File: config.mk
export PLATFORM = sky130hd
export DESIGN_NAME = piso_shift_register_with_storage
export DESIGN_NICKNAME = d
export VERILOG_FILES = /design/src/rtl/piso_pkg.sv /design/src/rtl/pin_sync.sv /design/src/rtl/piso_shift_register_with_storage.sv
export SDC_FILE = /design/constraint.sdc
export NUM_CORES = 1
export LEC_CHECK = 0
export ABC_AREA = 0
export BUFFER_PORTS_ARGS = -buffer_cell sky130_fd_sc_hd__buf_2
export CAP_MARGIN = 30
export CORE_MARGIN = 5
export CORE_UTILIZATION = 50
export DETAILED_ROUTE_END_ITERATION = 10
export PLACE_DENSITY_LB_ADDON = 0.15
export SLEW_MARGIN = 20
export SYNTH_ARGS = -nofsm -noshare
export SYNTH_HDL_FRONTEND = slang
export SYNTH_SLANG_ARGS = --single-unit
File: constraint.sdc
create_clock -name i_clock -period 5.3 [get_ports i_clock]
set_clock_uncertainty 0.15 [all_clocks]
set_input_delay 0 -clock i_clock [delete_from_list [all_inputs] [get_ports i_clock]]
set_output_delay 0 -clock i_clock [all_outputs]
set_load 0.005 [all_outputs]
File: src/rtl/piso_pkg.sv
// constants and types shared by the serial shift register and its input synchroniser
// assumes one system clock; all device pins arrive asynchronously to it
`default_nettype none
package piso_pkg;
    localparam int          DATA_WIDTH      = 8;
    localparam int          CLOCK_PERIOD_NS = 100;
    localparam int          CTRL_WIDTH      = 4;
    // bit positions in the synchronised control group
    localparam int          CTRL_CLEAR_N    = 0;
    localparam int          CTRL_LOAD_N     = 1;
    localparam int          CTRL_SHIFT_CLK  = 2;
    localparam int          CTRL_STORE_CLK  = 3;
    // controls idle high after reset so that no false edge or clear is seen
    localparam logic [3:0]  CTRL_RESET      = 4'hf;
    localparam logic [8:0]  DATA_RESET      = 9'h000;
    localparam logic [7:0]  SHIFT_RESET     = 8'h00;

    typedef enum logic [3:0] {
        MODE_SHIFT    = 4'h1,
        MODE_LOAD     = 4'h2,
        MODE_CLEAR    = 4'h4,
        MODE_CONFLICT = 4'h8
    } mode_t;
endpackage
`default_nettype wire

File: src/rtl/pin_sync.sv
// two-flop synchroniser with rising-edge detect for a group of pins
// assumes pins are asynchronous to i_clock and change slower than the clock
`default_nettype none
module pin_sync #(
    parameter int               WIDTH       = 1,
    parameter logic [WIDTH-1:0] RESET_VALUE = '0
) (
    input  wire logic             i_clock,
    input  wire logic             i_rst,
    input  wire logic [WIDTH-1:0] i_async,
    output logic      [WIDTH-1:0] o_level,
    output logic      [WIDTH-1:0] o_rise
);
    logic [WIDTH-1:0] meta_reg;
    logic [WIDTH-1:0] sync_reg;
    logic [WIDTH-1:0] prev_reg;

    if (WIDTH < 1) begin : g_check
        $error("pin_sync needs at least one bit");
    end

    // meta_reg feeds sync_reg only
    always_ff @(posedge i_clock or posedge i_rst) begin
        if (i_rst) begin
            meta_reg <= RESET_VALUE;
            sync_reg <= RESET_VALUE;
            prev_reg <= RESET_VALUE;
        end else begin
            meta_reg <= i_async;
            sync_reg <= meta_reg;
            prev_reg <= sync_reg;
        end
    end

    assign o_level = sync_reg;
    assign o_rise  = sync_reg & ~prev_reg;
endmodule
`default_nettype wire

File: src/rtl/piso_shift_register_with_storage.sv
// eight-bit storage register feeding an eight-bit parallel/serial-in shift register
// assumes every pin is asynchronous; pin clocks are sampled, not used as clocks
`default_nettype none
module piso_shift_register_with_storage #(
    parameter int DATA_WIDTH = piso_pkg::DATA_WIDTH
) (
    input  wire logic                  i_clock,
    input  wire logic                  i_rst,
    input  wire logic [DATA_WIDTH-1:0] i_parallel_data,
    input  wire logic                  i_serial_data,
    input  wire logic                  i_storage_clock,
    input  wire logic                  i_shift_clock,
    input  wire logic                  i_parallel_load_n,
    input  wire logic                  i_master_clear_n,
    output logic                       o_serial_out,
    output logic                       o_load_clear_conflict
);
    if (DATA_WIDTH != piso_pkg::DATA_WIDTH) begin : g_check
        $error("data width must match the package constant");
    end

    logic [DATA_WIDTH:0]            data_level;
    logic [piso_pkg::CTRL_WIDTH-1:0] ctrl_level;
    logic [piso_pkg::CTRL_WIDTH-1:0] ctrl_rise;
    logic [DATA_WIDTH-1:0]          data_s;
    logic                           serial_s;
    logic                           store_rise;
    logic                           shift_rise;
    logic                           load_act;
    logic                           clr_act;
    logic [DATA_WIDTH-1:0]          storage_reg;
    logic [DATA_WIDTH-1:0]          storage_next;
    logic [DATA_WIDTH-1:0]          shift_reg;
    logic [DATA_WIDTH-1:0]          shift_next;
    logic [DATA_WIDTH-1:0]          shifted;
    logic [DATA_WIDTH-1:0]          load_value;
    piso_pkg::mode_t                mode_next;
    logic                           serial_out_reg;
    logic                           conflict_reg;

    // data and controls pass equal sync depth, so their relative timing is kept
    pin_sync #(
        .WIDTH       (DATA_WIDTH + 1),
        .RESET_VALUE (piso_pkg::DATA_RESET)
    ) u_data_sync (
        .i_clock (i_clock),
        .i_rst   (i_rst),
        .i_async ({i_serial_data, i_parallel_data}),
        .o_level (data_level),
        .o_rise  ()
    );

    pin_sync #(
        .WIDTH       (piso_pkg::CTRL_WIDTH),
        .RESET_VALUE (piso_pkg::CTRL_RESET)
    ) u_ctrl_sync (
        .i_clock (i_clock),
        .i_rst   (i_rst),
        .i_async ({i_storage_clock, i_shift_clock, i_parallel_load_n, i_master_clear_n}),
        .o_level (ctrl_level),
        .o_rise  (ctrl_rise)
    );

    assign data_s     = data_level[DATA_WIDTH-1:0];
    assign serial_s   = data_level[DATA_WIDTH];
    assign store_rise = ctrl_rise[piso_pkg::CTRL_STORE_CLK];
    assign shift_rise = ctrl_rise[piso_pkg::CTRL_SHIFT_CLK];
    assign load_act   = ~ctrl_level[piso_pkg::CTRL_LOAD_N];
    assign clr_act    = ~ctrl_level[piso_pkg::CTRL_CLEAR_N];

    // mode decode from the active-low control pins
    assign mode_next = (load_act && clr_act) ? piso_pkg::MODE_CONFLICT :
                       load_act              ? piso_pkg::MODE_LOAD :
                       clr_act               ? piso_pkg::MODE_CLEAR :
                                               piso_pkg::MODE_SHIFT;

    assign storage_next = store_rise ? data_s : storage_reg;
    // a storage edge during a load passes fresh inputs straight through to the shifter
    assign load_value   = store_rise ? data_s : storage_reg;
    assign shifted      = shift_rise ? {shift_reg[DATA_WIDTH-2:0], serial_s}
                                     : shift_reg;

    always_comb begin
        shift_next = shift_reg;
        case (mode_next)
            piso_pkg::MODE_SHIFT:    shift_next = shifted;
            piso_pkg::MODE_LOAD:     shift_next = load_value;
            piso_pkg::MODE_CLEAR:    shift_next = piso_pkg::SHIFT_RESET;
            // undefined combination: contents simply hold, which is one legal outcome
            piso_pkg::MODE_CONFLICT: shift_next = shift_reg;
            default:                 shift_next = shift_reg;
        endcase
    end

    // storage register has no reset of its own, as on the pins
    always_ff @(posedge i_clock) begin
        storage_reg <= storage_next;
    end

    always_ff @(posedge i_clock or posedge i_rst) begin
        if (i_rst) begin
            shift_reg <= piso_pkg::SHIFT_RESET;
        end else begin
            shift_reg <= shift_next;
        end
    end

    // serial output flop mirrors the last stage and the conflict flag is registered too, so both pins come straight from a flop
    always_ff @(posedge i_clock or posedge i_rst) begin
        if (i_rst) begin
            serial_out_reg <= 1'b0;
            conflict_reg   <= 1'b0;
        end else begin
            serial_out_reg <= shift_next[DATA_WIDTH-1];
            conflict_reg   <= (mode_next == piso_pkg::MODE_CONFLICT);
        end
    end

    assign o_serial_out          = serial_out_reg;
    assign o_load_clear_conflict = conflict_reg;
endmodule
`default_nettype wire

## After elaboration in Yosys (flattened, before gate mapping)

Cells that the tools add are included.

| word-level totals | value |
|---|---|
| memory bits (writable) | 0 |
| input bits | 15 |
| latch bits | 0 |
| bits in registers | 47 |
| output and inout port bits | 2 |
| memories kept | 0 |
| ROM bits | 0 |
| word-level logic and storage cells | 27 |

| cells by class | value |
|---|---|
| bitwise operators | 4 |
| add/sub/neg operators | 0 |
| shift-type cells | 0 |
| reductions and logical operators | 3 |
| muxes and demuxes | 6 |
| multiply operators | 0 |
| order comparisons | 0 |
| equality and inequality tests | 5 |
| divide/modulo/power cells | 0 |

Operators by type and width:

| kind | number |
|---|---|
| $pmux 8 s3 | 1 |
| $mux 8 | 2 |
| $mux 3 | 2 |
| $and 4x4->4 | 1 |
| $eq 4x1->1 const B | 1 |
| $eq 4x2->1 const B | 1 |
| $eq 4x3->1 const B | 1 |
| $eq 4x4->1 const B | 1 |
| $mux 4 | 1 |
| $not 4->4 | 1 |
| $reduce_bool 3->1 | 1 |
| $ne 2x2->1 const B | 1 |
| $not 1->1 | 2 |
| $reduce_and 2->1 | 1 |
| $logic_and 1x1->1 | 1 |

## Longest topological paths before layout

| logic depth | value |
|---|---|
| depth in word-level cells | 6 |
| gate-level depth with buffers | 7 |

## Hierarchy

A second synthesis with hierarchy kept.

| second synthesis, totals | value |
|---|---|
| cell total of the unflattened synthesis | 117 |
| area total of the unflattened synthesis | 1951.9 um2 |

Modules (own cells, without submodules):

| module | times used | seq. area each (um2) | area each (um2) | cells an instance |
|---|---|---|---|---|
| pin_sync at u_data_sync | 1 | 675.6 | 803.3 | 37 |
| piso_shift_register_with_storage | 1 | 385.4 | 774.5 | 63 |
| pin_sync at u_ctrl_sync | 1 | 315.3 | 374.1 | 17 |

## Worst setup path before layout

OpenSTA, ideal clock, no wires.

| timing | value |
|---|---|
| path kind | register -> register |
| start point | register u_ctrl_sync.sync_reg[0], in the netlist u_ctrl_sync.o_level[0] |
| end point | register shift_reg[0] |
| path buffers | 0 |
| data arrival time | 1389 ps |
| data required time | 5027 ps |
| cell stages (with the launch flop) | 6 |
| slack | 3638 ps |
| period minus slack after synthesis | 1662 ps |
| path through | dfstp_2 -> inv_1 -> ha_1 -> nor2_1 -> o21ai_1 -> o221a_2 |

| on the way | value |
|---|---|
| word-level cells in the longest chain between the ends | 6 |
| elaborated cells on any way between the ends | 12 |
| classes of those cells | eq/ne: 4; mux: 4; bitwise: 1; reduce/logical: 3 |

RTL lines:

| item | line | source |
|---|---|---|
| start: declaration | pin_sync.sv:15 | `logic [WIDTH-1:0] sync_reg;` |
| start signal: assignment | pin_sync.sv:30 | `sync_reg <= meta_reg;` |
| $mux 3 / $not 1->1 (equally long branches) | piso_shift_register_with_storage.sv:74, piso_shift_register_with_storage.sv:69 |  |
| $mux 3 / $logic_and 1x1->1 (equally long branches) | piso_shift_register_with_storage.sv:73, piso_shift_register_with_storage.sv:72 |  |
| $mux 4 * | piso_shift_register_with_storage.sv:72 | `assign mode_next = (load_act && clr_act) ? piso_pkg::MODE_CONFLICT :` |
| $eq 4x1->1, or another cell as far along | piso_shift_register_with_storage.sv:85 | `case (mode_next)` |
| $ne 2x2->1 (no source line) / $reduce_bool 3->1 (equally long branches) | - |  |
| $reduce_and 2->1 (no source line) | - |  |
| end signal: assignment | piso_shift_register_with_storage.sv:102 | `shift_reg <= piso_pkg::SHIFT_RESET;` |
| end signal: assignment | piso_shift_register_with_storage.sv:104 | `shift_reg <= shift_next;` |
| end: declaration | piso_shift_register_with_storage.sv:33 | `logic [DATA_WIDTH-1:0] shift_reg;` |

Mark *: on every way between the ends. The rest lies on a longest branch, timed or not.
A chain may end at the register's enable or synchronous reset.

## Worst setup path in the final report

| timing | value |
|---|---|
| start point | register u_ctrl_sync.sync_reg[0], in the netlist u_ctrl_sync.o_level[0] |
| end point | register shift_reg[1] |

Same word-level chain as after synthesis.

==> impl_metrics.toml <==
[run_status]
status = "finished, final reports clean"

[cts]
cts_buffers = 5
cts_tree = "built"
insertion_delay_ns = 0.34
clockBufferDepth = 2
clock_sinks = 45
h-tree-depth = 2
path_clk_slew_ns = 0.13
post-cts-setup-buffers = 0
cts_root_buffer = "clkbuf_4"

[power]
irDropWorstVdd_mv = 0.2357
pwr-share-comb = 0.116
switching_share = 0.2483
power_leakage_uw = 0.0008795
pwr-share-seq = 0.634
powerDensity_nw_per_um2 = 318.8
pwr-share-clk = 0.250
internal_power_uw = 467.7
power_uw = 622.2
switchingPower_uw = 154.5

[placed_design]
place.gp.congestion = 0.8507
io_buffers = 16
dpl.hpwl_um = 1798
dp_cells = 191

[drt]
ant_nets = 0
drt-wirelength-per-cell_um = 12.33
routed-via-count = 983
dr.pass1.iters = 4
viasPerCell = 4.615
wl_um = 2626
drt_iter0_markers = 46
drc = 0

[yosys]
yosysWarnings = 0
synth_cell_types = 25
synth_ff_type = "dfrtp_1"
synth_top_area_frac = 0.4075
synth_area_leader_cell = "dfrtp_1"
synth-async-reset-ratio = 0.8222
synth_fp_nets = 152
ys_top_cells_by_count = "40 x nand2_1, 27 x dfrtp_1, 10 x dfstp_2"
yosysMostFrequentCell = "nand2_1"
avgSynthCellArea_um2 = 12.46
synth_edf_count = 0
synthCells = 133
synthTopCellsByArea = "dfrtp_1 41%, dfstp_2 16%, dfxtp_1 9.7%"
yosysSeqAreaShare = 0.6626
synth-seq-cells = 45
synth_area_um2 = 1658

[timing]
rsz0062_at_grt = "false"
fin_crit_ns = 1.834
slew_headroom = 0.6720
setup-violations-final = 0
worstMarginPinSlew_ns = 0.4887
period_share = 0.3461
finalHoldViolCount = 0
clock.fmax_mhz = 545.2
setup-tns-final_ns = 0
slew_viol_final = 0

[die]
die_area_um2 = 4567
die_w_um = 67.58
chipHeight_um = 67.58
coreArea_um2 = 3284
initial_core_util = 0.5048
fp-row-count = 21
top_level_ports = 17

[final_layout]
syn_to_final_growth_pct = 17.74
drive_above_1_share = 0.2515
fin_cells = 213
ff_latch_area_um2 = 1099
multi_input_area_um2 = 496.7
fillCellCount = 285
n_antenna_cell = 0
nets = 185

[worst_setup_path]
path_max_fanout = 8
end_kind = "flop"
slowest_stage = "dfstp_2"
crit_required_ns = 5.43
critPathTopFamily = "simple AND/OR/NAND/NOR gates"
arrival_ns = 1.97
cp-start-kind = "flop"
max_stage_delay_ns = 0.56
path_class = "reg2reg"
crit_chain = "inv_1 -> ha_1 -> nor3b_2 -> or3_1 -> o221a_1"
critPathBufInv = 1

[grt]
grt_max_degree = 38
grt_usage = 0.1354
antenna_found_initial = 0
grt-ovfl-total = 0
grt_pass1_wl_um = 4533
grt_pass1_vias = 962

[run]
cap_violations = 0

[worst_hold_path]
hp-class = "in2reg"
-- what timing repair did --
action | in CTS | in global routing
hold buffers | 14 | 0
hold endpoints to repair | 50 | 0
gates resized for setup | 0 | 0
-- placed cells by master, fill, tap and decap left out --
| master | Yosys | layout |
|---|---|---|
| o21ai_1 | 1 | 1 |
| nor3_1 | 1 | 1 |
| o221a_1 | 2 | 2 |
| nor2b_4 | 1 | 1 |
| or2b_1 | 1 | 1 |
| dfxtp_1 | 8 | 8 |
| nor2_1 | 2 | 2 |
| mux2i_1 | 8 | 8 |
| or3_1 | 8 | 8 |
| ha_1 | 4 | 4 |
| clkbuf_1 | 1 | 1 |
| buf_4 | 1 | 1 |
| nor3b_2 | 1 | 1 |
| o21ai_2 | 1 | 1 |
| buf_2 | 0 | 16 |
| nor2b_1 | 2 | 2 |
| nand2_1 | 40 | 40 |
| inv_1 | 4 | 4 |
| o211a_1 | 1 | 1 |
| clkinvlp_4 | 0 | 2 |
| dfstp_2 | 10 | 10 |
| dfrtp_1 | 27 | 27 |
| clkbuf_4 | 0 | 5 |
| o221a_2 | 5 | 5 |
| o21ai_0 | 1 | 1 |
| dlygate4sd3_1 | 0 | 14 |
-- path summary, 6_finish.rpt --
path                                              start                      end  slack [ns]  depth (start not counted)
worst min register to register  u_data_sync.meta_reg[8]   u_data_sync.o_level[8]        0.21                          0
min in group asynchronous                         i_rst   u_data_sync.o_level[7]        0.14                          4
worst max-delay path             u_ctrl_sync.o_level[0]             shift_reg[1]        3.47                          5
max in group asynchronous                         i_rst  u_ctrl_sync.meta_reg[2]        4.52                          4
worst max register to register   u_ctrl_sync.o_level[0]             shift_reg[1]        3.47                          5
worst min-delay path                 i_parallel_data[0]  u_data_sync.meta_reg[0]        0.13                          2
-- layout make-up --
| cell class | instances | share of cell area |
|---|---|---|
| Inverter | 4 | 0.007692 |
| Tap cell | 46 | 0.02949 |
| Clock inverter | 2 | 0.007692 |
| Sequential cell | 45 | 0.5628 |
| Multi-Input combinational cell | 79 | 0.2545 |
| Clock buffer | 6 | 0.02115 |
| Timing Repair Buffer | 31 | 0.1167 |
-- worst reg2reg max path, stage by stage, from the launching register on --
cell and delay, ns:
dfstp_2 0.56, inv_1 0.06, ha_1 0.25, nor3b_2 0.40, or3_1 0.19, o221a_1 0.18
-- cells by family after synthesis --
logic type	after synthesis	synth area share
compound gates	11	0.06490
fa+ha+maj	4	0.03019
buf+inv	9	0.03773
flops	45	0.6626
mux	8	0.04830
simple gates	56	0.1562
-- power groups by stage --
| stage | combinational [uW] | clock (uW) | sequential (uW) |
|---|---|---|---|
| finish | 72.2 | 156 | 394 |
| global route | 81.5 | 178 | 398 |
| CTS | 73.2 | 161 | 394 |
| detailed placement | 65.3 | 0 | 401 |
| global placement | 61.5 | 0 | 399 |
| floorplan | 50.7 | 0 | 395 |
-- metal layers --
metal,vias to the layer above,track usage,routed length [um]
met5,-,0,0
li1,506,-,-
met3,2,0.05324,122
met1,458,0.1839,1205
met2,17,0.1993,1284
met4,0,0.04051,14
-- per-stage QoR --
step / hold slack, ns / cell area (um2) / worst slack, ns / utilization
CTS: 0.1210 / 1952 / 3.458 / 0.5943
global route: 0.1044 / 1952 / 3.323 / 0.5943
detailed placement: -0.04389 / 1755 / 3.477 / 0.5345
global placement: -0.04506 / 1755 / 3.554 / 0.5345
floorplan: -0.1455 / 1658 / 3.638 / -
finish: 0.1337 / 1952 / 3.466 / 0.5943
Power figures use the tool's default switching activity.
